## src/verilog/brc_pkg.sv

```systemverilog
// package for the branch control unit: widths, opcodes, lengths, cycle counts
// assumes the core presents one whole instruction (up to 3 bytes) at a time
package brc_pkg;

  localparam int PC_W = 13; // 8 kB of program bytes
  localparam int ACC_W = 24;
  localparam logic [4:0] BIT_MAX = 5'h17; // highest bit index, 23
  localparam logic [2:0] CNT_ZERO = 3'h0;

  // opcode byte values of each form
  localparam logic [7:0] OP_JMP_REL = 8'h40;
  localparam logic [7:0] OP_JMP_ABS = 8'h41;
  localparam logic [7:0] OP_CARC_REL = 8'h42;
  localparam logic [7:0] OP_CARC_ABS = 8'h43;
  localparam logic [7:0] OP_CARS_REL = 8'h44;
  localparam logic [7:0] OP_CARS_ABS = 8'h45;
  localparam logic [5:0] OP_BITC_HI = 6'h12; // 0x48..0x4b, low 2 bits = accumulator
  localparam logic [5:0] OP_BITS_HI = 6'h13; // 0x4c..0x4f, low 2 bits = accumulator

  // program bytes per form
  localparam logic [1:0] LEN_ILLEGAL = 2'h1;
  localparam logic [1:0] LEN_REL = 2'h2;
  localparam logic [1:0] LEN_ABS = 2'h3;
  localparam logic [1:0] LEN_BIT = 2'h3;

  // cycles per form
  localparam logic [2:0] CYC_ILLEGAL = 3'h1;
  localparam logic [2:0] CYC_REL = 3'h3;
  localparam logic [2:0] CYC_ABS = 3'h4;
  localparam logic [2:0] CYC_BIT = 3'h4;

  typedef struct packed {
    logic valid;
    logic [7:0] opcode;
    logic [7:0] arg1;
    logic [7:0] arg2;
    logic [PC_W-1:0] pc; // address of the opcode byte
  } brc_instr_t;

  typedef struct packed {
    logic [ACC_W-1:0] x;
    logic [ACC_W-1:0] y;
    logic [ACC_W-1:0] z;
    logic [ACC_W-1:0] r;
  } brc_accus_t;

  typedef struct packed {
    logic done;
    logic pc_load;
    logic illegal;
    logic [PC_W-1:0] next_pc;
  } brc_result_t;

  typedef struct packed {
    logic legal;
    logic taken;
    logic [2:0] cyc;
    logic [PC_W-1:0] next_pc;
  } brc_dec_t;

  typedef enum logic [1:0] {
    ST_IDLE = 2'b01,
    ST_EXEC = 2'b10
  } brc_state_t;

endpackage
```

## src/verilog/brc_branch_ctrl.sv

```systemverilog
// branch control unit: decodes jump and branch instructions, times them,
// and hands the next program counter back to the core
// assumes the core holds the instruction and operands stable while valid is high
`timescale 1ns/100ps
module brc_branch_ctrl
  import brc_pkg::*;
(
  input wire logic CLK_SYS_IN,
  input wire logic NRST_IN,
  input wire logic CE_IN,
  input wire brc_instr_t INSTR_IN,
  input wire brc_accus_t ACCUMULATOR_OPERAND_IN,
  input wire logic CARRY_IN,
  output logic BUSY_OUT,
  output brc_result_t RESULT_OUT
);

  // address following an instruction of the given length
  function automatic logic [PC_W-1:0] seq_pc(input logic [PC_W-1:0] pc,
                                              input logic [1:0] len);
    seq_pc = pc + PC_W'(len);
  endfunction

  // relative target, signed offset counted from the following instruction
  function automatic logic [PC_W-1:0] rel_pc(input logic [PC_W-1:0] pc,
                                              input logic [1:0] len,
                                              input logic [7:0] off);
    rel_pc = seq_pc(pc, len) + {{(PC_W-8){off[7]}}, off};
  endfunction

  // accumulator selected by a two-bit operand
  function automatic logic [ACC_W-1:0] pick_acc(input brc_accus_t a,
                                                 input logic [1:0] sel);
    case (sel)
      2'h0: pick_acc = a.x;
      2'h1: pick_acc = a.y;
      2'h2: pick_acc = a.z;
      default: pick_acc = a.r;
    endcase
  endfunction

  brc_state_t state;
  logic [2:0] cnt;
  logic accept;
  brc_dec_t dec;
  logic [PC_W-1:0] abs_target;
  logic [ACC_W-1:0] sel_acc;
  logic sel_bit;
  logic taken_q;
  logic [PC_W-1:0] next_pc_q;

  // absolute target spans the full 13-bit program space
  assign abs_target = {INSTR_IN.arg1[4:0], INSTR_IN.arg2};
  // word picked first: a select straight on a call result is not portable
  assign sel_acc = pick_acc(ACCUMULATOR_OPERAND_IN, INSTR_IN.opcode[1:0]);
  assign sel_bit = sel_acc[INSTR_IN.arg1[4:0]];

  // decode: condition, cycle count and next address in one place
  always_comb begin
    dec.legal = 1'b1;
    dec.taken = 1'b0;
    dec.cyc = CYC_ILLEGAL;
    dec.next_pc = seq_pc(INSTR_IN.pc, LEN_ILLEGAL);
    case (INSTR_IN.opcode)
      OP_JMP_REL: begin
        dec.taken = 1'b1;
        dec.cyc = CYC_REL;
        dec.next_pc = rel_pc(INSTR_IN.pc, LEN_REL, INSTR_IN.arg1);
      end
      OP_JMP_ABS: begin
        dec.taken = 1'b1;
        dec.cyc = CYC_ABS;
        dec.next_pc = abs_target;
      end
      OP_CARC_REL, OP_CARS_REL: begin
        dec.taken = INSTR_IN.opcode[2] ? CARRY_IN : !CARRY_IN;
        dec.cyc = CYC_REL;
        dec.next_pc = dec.taken ? rel_pc(INSTR_IN.pc, LEN_REL, INSTR_IN.arg1)
                                : seq_pc(INSTR_IN.pc, LEN_REL);
      end
      OP_CARC_ABS, OP_CARS_ABS: begin
        dec.taken = INSTR_IN.opcode[2] ? CARRY_IN : !CARRY_IN;
        dec.cyc = CYC_ABS;
        dec.next_pc = dec.taken ? abs_target : seq_pc(INSTR_IN.pc, LEN_ABS);
      end
      default: begin
        if ((INSTR_IN.opcode[7:2] == OP_BITC_HI || INSTR_IN.opcode[7:2] == OP_BITS_HI)
            && INSTR_IN.arg1[4:0] <= BIT_MAX) begin
          // opcode bit 2 picks set-test over clear-test
          dec.taken = INSTR_IN.opcode[2] ? sel_bit : !sel_bit;
          dec.cyc = CYC_BIT;
          dec.next_pc = dec.taken ? rel_pc(INSTR_IN.pc, LEN_BIT, INSTR_IN.arg2)
                                  : seq_pc(INSTR_IN.pc, LEN_BIT);
        end else begin
          dec.legal = 1'b0;
        end
      end
    endcase
  end

  // a new instruction is taken only while idle and enabled
  assign accept = CE_IN && INSTR_IN.valid && state == ST_IDLE;
  assign BUSY_OUT = state == ST_EXEC;

  // sequencer: counts the remaining cycles of the running instruction
  always_ff @(posedge CLK_SYS_IN or negedge NRST_IN) begin
    if (!NRST_IN) begin
      state <= ST_IDLE;
      cnt <= CNT_ZERO;
    end else if (CE_IN) begin
      unique case (state)
        ST_IDLE: begin
          if (accept && dec.legal) begin
            state <= ST_EXEC;
            cnt <= dec.cyc - 3'h1;
          end
        end
        ST_EXEC: begin
          cnt <= cnt - 3'h1;
          if (cnt == 3'h1) begin
            state <= ST_IDLE;
          end
        end
      endcase
    end
  end

  // outcome is fixed at accept, so operands may change while executing
  always_ff @(posedge CLK_SYS_IN or negedge NRST_IN) begin
    if (!NRST_IN) begin
      taken_q <= 1'b0;
      next_pc_q <= '0;
    end else if (CE_IN && accept) begin
      taken_q <= dec.taken;
      next_pc_q <= dec.next_pc;
    end
  end

  // result pulse; hands back the program counter with the pc_load and illegal flags
  always_ff @(posedge CLK_SYS_IN or negedge NRST_IN) begin
    if (!NRST_IN) begin
      RESULT_OUT <= '0;
    end else if (CE_IN) begin
      RESULT_OUT.done <= 1'b0;
      RESULT_OUT.pc_load <= 1'b0;
      RESULT_OUT.illegal <= 1'b0;
      if (accept && !dec.legal) begin
        // unknown code or bit index past 23: skip one byte, flag it
        RESULT_OUT.done <= 1'b1;
        RESULT_OUT.illegal <= 1'b1;
        RESULT_OUT.next_pc <= dec.next_pc;
      end else if (state == ST_EXEC && cnt == 3'h1) begin
        RESULT_OUT.done <= 1'b1;
        RESULT_OUT.pc_load <= taken_q;
        RESULT_OUT.next_pc <= next_pc_q;
      end
    end
  end

  property p_jmp_rel_time;
    @(posedge CLK_SYS_IN) disable iff (!NRST_IN)
    (accept && INSTR_IN.opcode == OP_JMP_REL) ##1 CE_IN [*2] |=>
      RESULT_OUT.done && RESULT_OUT.pc_load;
  endproperty
  a_jmp_rel_time: assert property (p_jmp_rel_time) else $error("relative jump not 3 cycles");

  property p_jmp_abs;
    @(posedge CLK_SYS_IN) disable iff (!NRST_IN)
    (accept && INSTR_IN.opcode == OP_JMP_ABS) ##1 CE_IN [*3] |=>
      RESULT_OUT.done && RESULT_OUT.pc_load && RESULT_OUT.next_pc == $past(abs_target, 4);
  endproperty
  a_jmp_abs: assert property (p_jmp_abs) else $error("absolute jump wrong target or time");

  property p_jmp_abs_early;
    @(posedge CLK_SYS_IN) disable iff (!NRST_IN)
    (accept && INSTR_IN.opcode == OP_JMP_ABS) ##1 CE_IN [*2] |=> !RESULT_OUT.done;
  endproperty
  a_jmp_abs_early: assert property (p_jmp_abs_early) else $error("absolute jump too short");

  property p_bitc;
    @(posedge CLK_SYS_IN) disable iff (!NRST_IN)
    (accept && INSTR_IN.opcode[7:2] == OP_BITC_HI && INSTR_IN.arg1[4:0] <= BIT_MAX)
      ##1 CE_IN [*3] |=> RESULT_OUT.done && RESULT_OUT.pc_load == !$past(sel_bit, 4);
  endproperty
  a_bitc: assert property (p_bitc) else $error("bit clear branch wrong decision");

  property p_bits;
    @(posedge CLK_SYS_IN) disable iff (!NRST_IN)
    (accept && INSTR_IN.opcode[7:2] == OP_BITS_HI && INSTR_IN.arg1[4:0] <= BIT_MAX)
      ##1 CE_IN [*3] |=> RESULT_OUT.done && RESULT_OUT.pc_load == $past(sel_bit, 4);
  endproperty
  a_bits: assert property (p_bits) else $error("bit set branch wrong decision");

  property p_bit_range;
    @(posedge CLK_SYS_IN) disable iff (!NRST_IN)
    (accept && INSTR_IN.opcode[7:3] == OP_BITC_HI[5:1] && INSTR_IN.arg1[4:0] > BIT_MAX)
      |=> RESULT_OUT.illegal && !BUSY_OUT;
  endproperty
  a_bit_range: assert property (p_bit_range) else $error("bit index above 23 accepted");

  property p_carc;
    @(posedge CLK_SYS_IN) disable iff (!NRST_IN)
    (accept && INSTR_IN.opcode == OP_CARC_REL) ##1 CE_IN [*2] |=>
      RESULT_OUT.done && RESULT_OUT.pc_load == !$past(CARRY_IN, 3);
  endproperty
  a_carc: assert property (p_carc) else $error("carry clear branch wrong decision");

  property p_cars;
    @(posedge CLK_SYS_IN) disable iff (!NRST_IN)
    (accept && INSTR_IN.opcode == OP_CARS_ABS) ##1 CE_IN [*3] |=>
      RESULT_OUT.done && RESULT_OUT.pc_load == $past(CARRY_IN, 4);
  endproperty
  a_cars: assert property (p_cars) else $error("carry set branch wrong decision");

  property p_rel_len;
    @(posedge CLK_SYS_IN) disable iff (!NRST_IN)
    (accept && INSTR_IN.opcode == OP_CARS_REL && !CARRY_IN) ##1 CE_IN [*2] |=>
      RESULT_OUT.next_pc == $past(INSTR_IN.pc, 3) + 13'h2;
  endproperty
  a_rel_len: assert property (p_rel_len) else $error("untaken relative branch length");

  property p_abs_fall;
    @(posedge CLK_SYS_IN) disable iff (!NRST_IN)
    (accept && INSTR_IN.opcode == OP_CARC_ABS && CARRY_IN) ##1 CE_IN [*3] |=>
      !RESULT_OUT.pc_load && RESULT_OUT.next_pc == $past(INSTR_IN.pc, 4) + 13'h3;
  endproperty
  a_abs_fall: assert property (p_abs_fall) else $error("untaken branch not sequential");

endmodule

```

## config.mk

```make
export PLATFORM = sky130hd
export DESIGN_NAME = brc_branch_ctrl
export DESIGN_NICKNAME = d
export VERILOG_FILES = /design/src/verilog/brc_pkg.sv /design/src/verilog/brc_branch_ctrl.sv
export SDC_FILE = /design/constraint.sdc
export NUM_CORES = 1
export LEC_CHECK = 0
export BUFFER_PORTS_ARGS = -buffer_cell sky130_fd_sc_hd__buf_2
export CAP_MARGIN = 20
export CORE_ASPECT_RATIO = 2
export CORE_MARGIN = 2
export CORE_UTILIZATION = 45
export DETAILED_ROUTE_END_ITERATION = 10
export PLACE_DENSITY = 0.75
export SYNTH_ARGS = -nofsm -noshare
export SYNTH_HDL_FRONTEND = slang
export SYNTH_SLANG_ARGS = --single-unit
```

## constraint.sdc

```tcl
create_clock -name CLK_SYS_IN -period 2.1 [get_ports CLK_SYS_IN]
set_clock_uncertainty 0.15 [all_clocks]
set_input_delay 0.105 -clock CLK_SYS_IN [delete_from_list [all_inputs] [get_ports CLK_SYS_IN]]
set_output_delay 0.105 -clock CLK_SYS_IN [all_outputs]
set_load 0.03 [all_outputs]
```

==> results.cfg <==
[run_status]
status = complete, but fails checks
violations = negative setup slack

[power_and_ir_drop]
intPower_mw = 2.72
p_per_area_nw_per_um2 = 579
p_sw_frac = 0.417
p_sw_mw = 1.95
seq_power_share = 0.243
combPwrFrac = 0.605
p_leak_nw = 3.76
power.share.clock = 0.152
ir_drop_uv = 589
total_power_mw = 4.67

[worst_setup_path]
cpMaxStageDelayCell = ha_1
end_kind = flop
start_kind = input port
crit_buf_inv = 4
max_stage_delay_ns = 0.32
crit_required_ns = 2.14
crit_chain = buf_8 > clkinvlp_4 > ha_4 > a21oi_4 > buf_4 > nor4_2 > xnor2_1 > ha_1 > o21ai_2 > nand2_1 > buf_4 > o211ai_1 > nand3b_1 > o21ai_0 > a311oi_2 > o21a_1 > o31ai_1
cp_common_cell = buf_4
worst-path-max-fanout = 4
worstSetupPathType = input port to flop
critPathTopFamily = compound AO/OA/AOI/OAI gates
arrival_ns = 2.73
r2r_slack_ns = 0.11

[synth]
ys_ff_latch = 35
synth-edff-count = 0
ys_seq_area_frac = 0.180
syn_avg_cell_area_um2 = 8.45
synth_top_area_cell = dfrtp_1
synth_area_leaders = dfrtp_1 (17%), ha_1 (8.7%), mux4_2 (8.3%)
synth_cells = 576
synth_fp_nets = 750
syn-cell-area_um2 = 4870
async_reset_ff_frac = 1.00
yosysUniqueCellTypes = 72
ys_warn_count = 0
yosysTopAreaCellShare = 0.175
ys.flop_type = dfrtp_1

[routing]
first_pass_iters = 6
drt_wl_total_um = 21200
first_iter_violations = 347
drc = 0
antenna_left = 0
wl_per_cell_um = 20.7
routed-via-count = 6333
drt-vias-per-instance = 6.17

[die]
ios = 155
placementRows = 53
die_h_um = 151
initial_core_util = 0.462
fp.coreArea_um2 = 10500
die_area_um2 = 11700
fp.dieW_um = 77.5

[clock_tree]
clkTransAtPathRegs_ns = 0.05
htreeDepth = 2
cts_buffer_depth = 2
insertion_delay_ns = 0.28
cts_tree = done
cts_root_buf = clkbuf_16
cts-buffers-inserted = 5
cts.sinks = 35

[timing]
rsz0062_at_grt = true
slew_viol_final = 0
fin_ws_ns = -0.591
setup_viol = 20
timing.fmax_mhz = 372
hold_viol_final = 0
tightest_slew_ns = 0.768
slew_headroom = 0.488
period_needed_ns = 2.69
fin_crit_sh = 1.28

[grt]
grt_pass1_wl_um = 30400
grt_max_degree = 36
grt_pass1_vias = 6631
grt_overflow = 0
track_usage = 0.332
grt_antenna_before_repair = 0

[placement]
gp_routability_congestion = 0.926
dp_hpwl_um = 16000
pre_cts_ws_ns = -1.03
port-buffer-count = 154

[worst_hold_path]
hold_path.class = input port to flop

[job]
drv_cap = 0

[cells_and_area]
area_growth_pct = 65.8
antenna_cells = 0
final_nets = 1063
drive_above_1_share = 0.551
[cell type report]
cell class,instances,area [um^2]
clock inverters,1,5.00
clock buffers,7,133
fillers,714,2470
inverters,22,86.3
repair buffers,336,2260
flip-flops and latches,35,877
well taps,137,171
multi-input cells,489,4530
[layout by cell type (no fill, tap or decap), types with 6 or more instances in the layout]
master	synthesis	layout
o211ai_1	8	8
a21oi_2	0	14
mux2_2	22	18
inv_1	20	17
buf_2	3	150
nand2b_1	7	7
nand2_2	0	6
xnor2_1	23	14
mux2_4	0	8
nor2b_1	6	6
o21ai_0	31	27
buf_6	2	13
nand2_1	56	49
mux4_2	18	18
ha_4	0	11
a21o_1	7	7
a31oi_1	8	8
dfrtp_1	34	34
o221ai_1	7	6
mux2i_1	23	22
nand3_1	15	9
xor2_1	22	17
ha_1	34	20
a21oi_1	35	18
nor3_1	14	9
nor2_1	45	38
a22oi_1	8	8
buf_4	1	166
[worst paths after layout]
| check | cells after the start | from | to |
|---|---|---|---|
| setup / recovery | 17 | INSTR_IN[1] | next_pc_q[12] |
| hold / removal | 2 | CE_IN | state[0] |
| setup reg to reg | 6 | state[0] | next_pc_q[12] |
| hold reg to reg | 2 | next_pc_q[8] | next_pc_q[8] |
| max in group asynchronous | 2 | NRST_IN | RESULT_OUT[10] |
| min in group asynchronous | 2 | NRST_IN | RESULT_OUT[0] |
[registers in the layout (all words and copies together) (netlist names)]
signal,count
RESULT_OUT,16
next_pc_q,13
taken_q,1
cnt,3
state,2
[layer usage]
layer / track usage / up-vias / wire length [um]
met5: 0 / - / 0
met4: 0.294 / 0 / 2210
met3: 0.0417 / 157 / 1310
met2: 0.660 / 394 / 11300
met1: 0.274 / 2983 / 6350
li1: - / 2799 / -
[synth_stat cells (18+ instances only)]
| master | count |
|---|---|
| a21oi_1 | 35 |
| mux4_2 | 18 |
| xor2_1 | 22 |
| ha_1 | 34 |
| inv_1 | 20 |
| mux2_2 | 22 |
| xnor2_1 | 23 |
| o21ai_0 | 31 |
| nor2_1 | 45 |
| dfrtp_1 | 34 |
| mux2i_1 | 23 |
| clkbuf_1 | 19 |
| nand2_1 | 56 |
[through the flow]
stage / area [um^2] / hold WS [ns] / cells / setup TNS, ns / util
4_1_cts: 7600 / 0.00136 / 1017 / -8.56 / 0.721
5_1_grt: 8070 / 0.0698 / 1027 / -10.85 / 0.765
3_5_place_dp: 7080 / 0.0629 / 999 / -19.21 / 0.671
6_report: 8070 / 0.0256 / 1027 / -9.04 / 0.765
3_3_place_gp: 7080 / 0.0651 / 999 / -16.55 / 0.671
2_1_floorplan: 5100 / -0.341 / 576 / -9.62 / -
[cell families after synthesis]
group	count (synthesis)	synth area share
buffers and inverters	52	0.0450
adder cells (fa/ha/maj)	36	0.0956
AND/OR/NAND/NOR	177	0.173
AO/OA/AOI/OAI	161	0.224
multiplexers	69	0.195
flip-flops	35	0.180
XOR/XNOR	46	0.0866
[power by group through the flow]
stage	clock network, mW	registers [mW]	logic [mW]
3_5_place_dp	0	1.14	2.43
2_1_floorplan	0	1.35	1.31
6_report	0.709	1.14	2.82
3_3_place_gp	0	1.11	2.34
4_1_cts	0.710	1.13	2.56
5_1_grt	0.735	1.17	3.02
[what timing repair did]
item / in CTS / in global routing
pin swaps: 37 / 50
resized for setup: 60 / 67
buffers inserted: 10 / 11
hold buffers: 1 / 0
endpoints found under the setup margin: 21 / 25
endpoints found under the hold margin: 34 / 0
(Power assumes the default switching activity.)
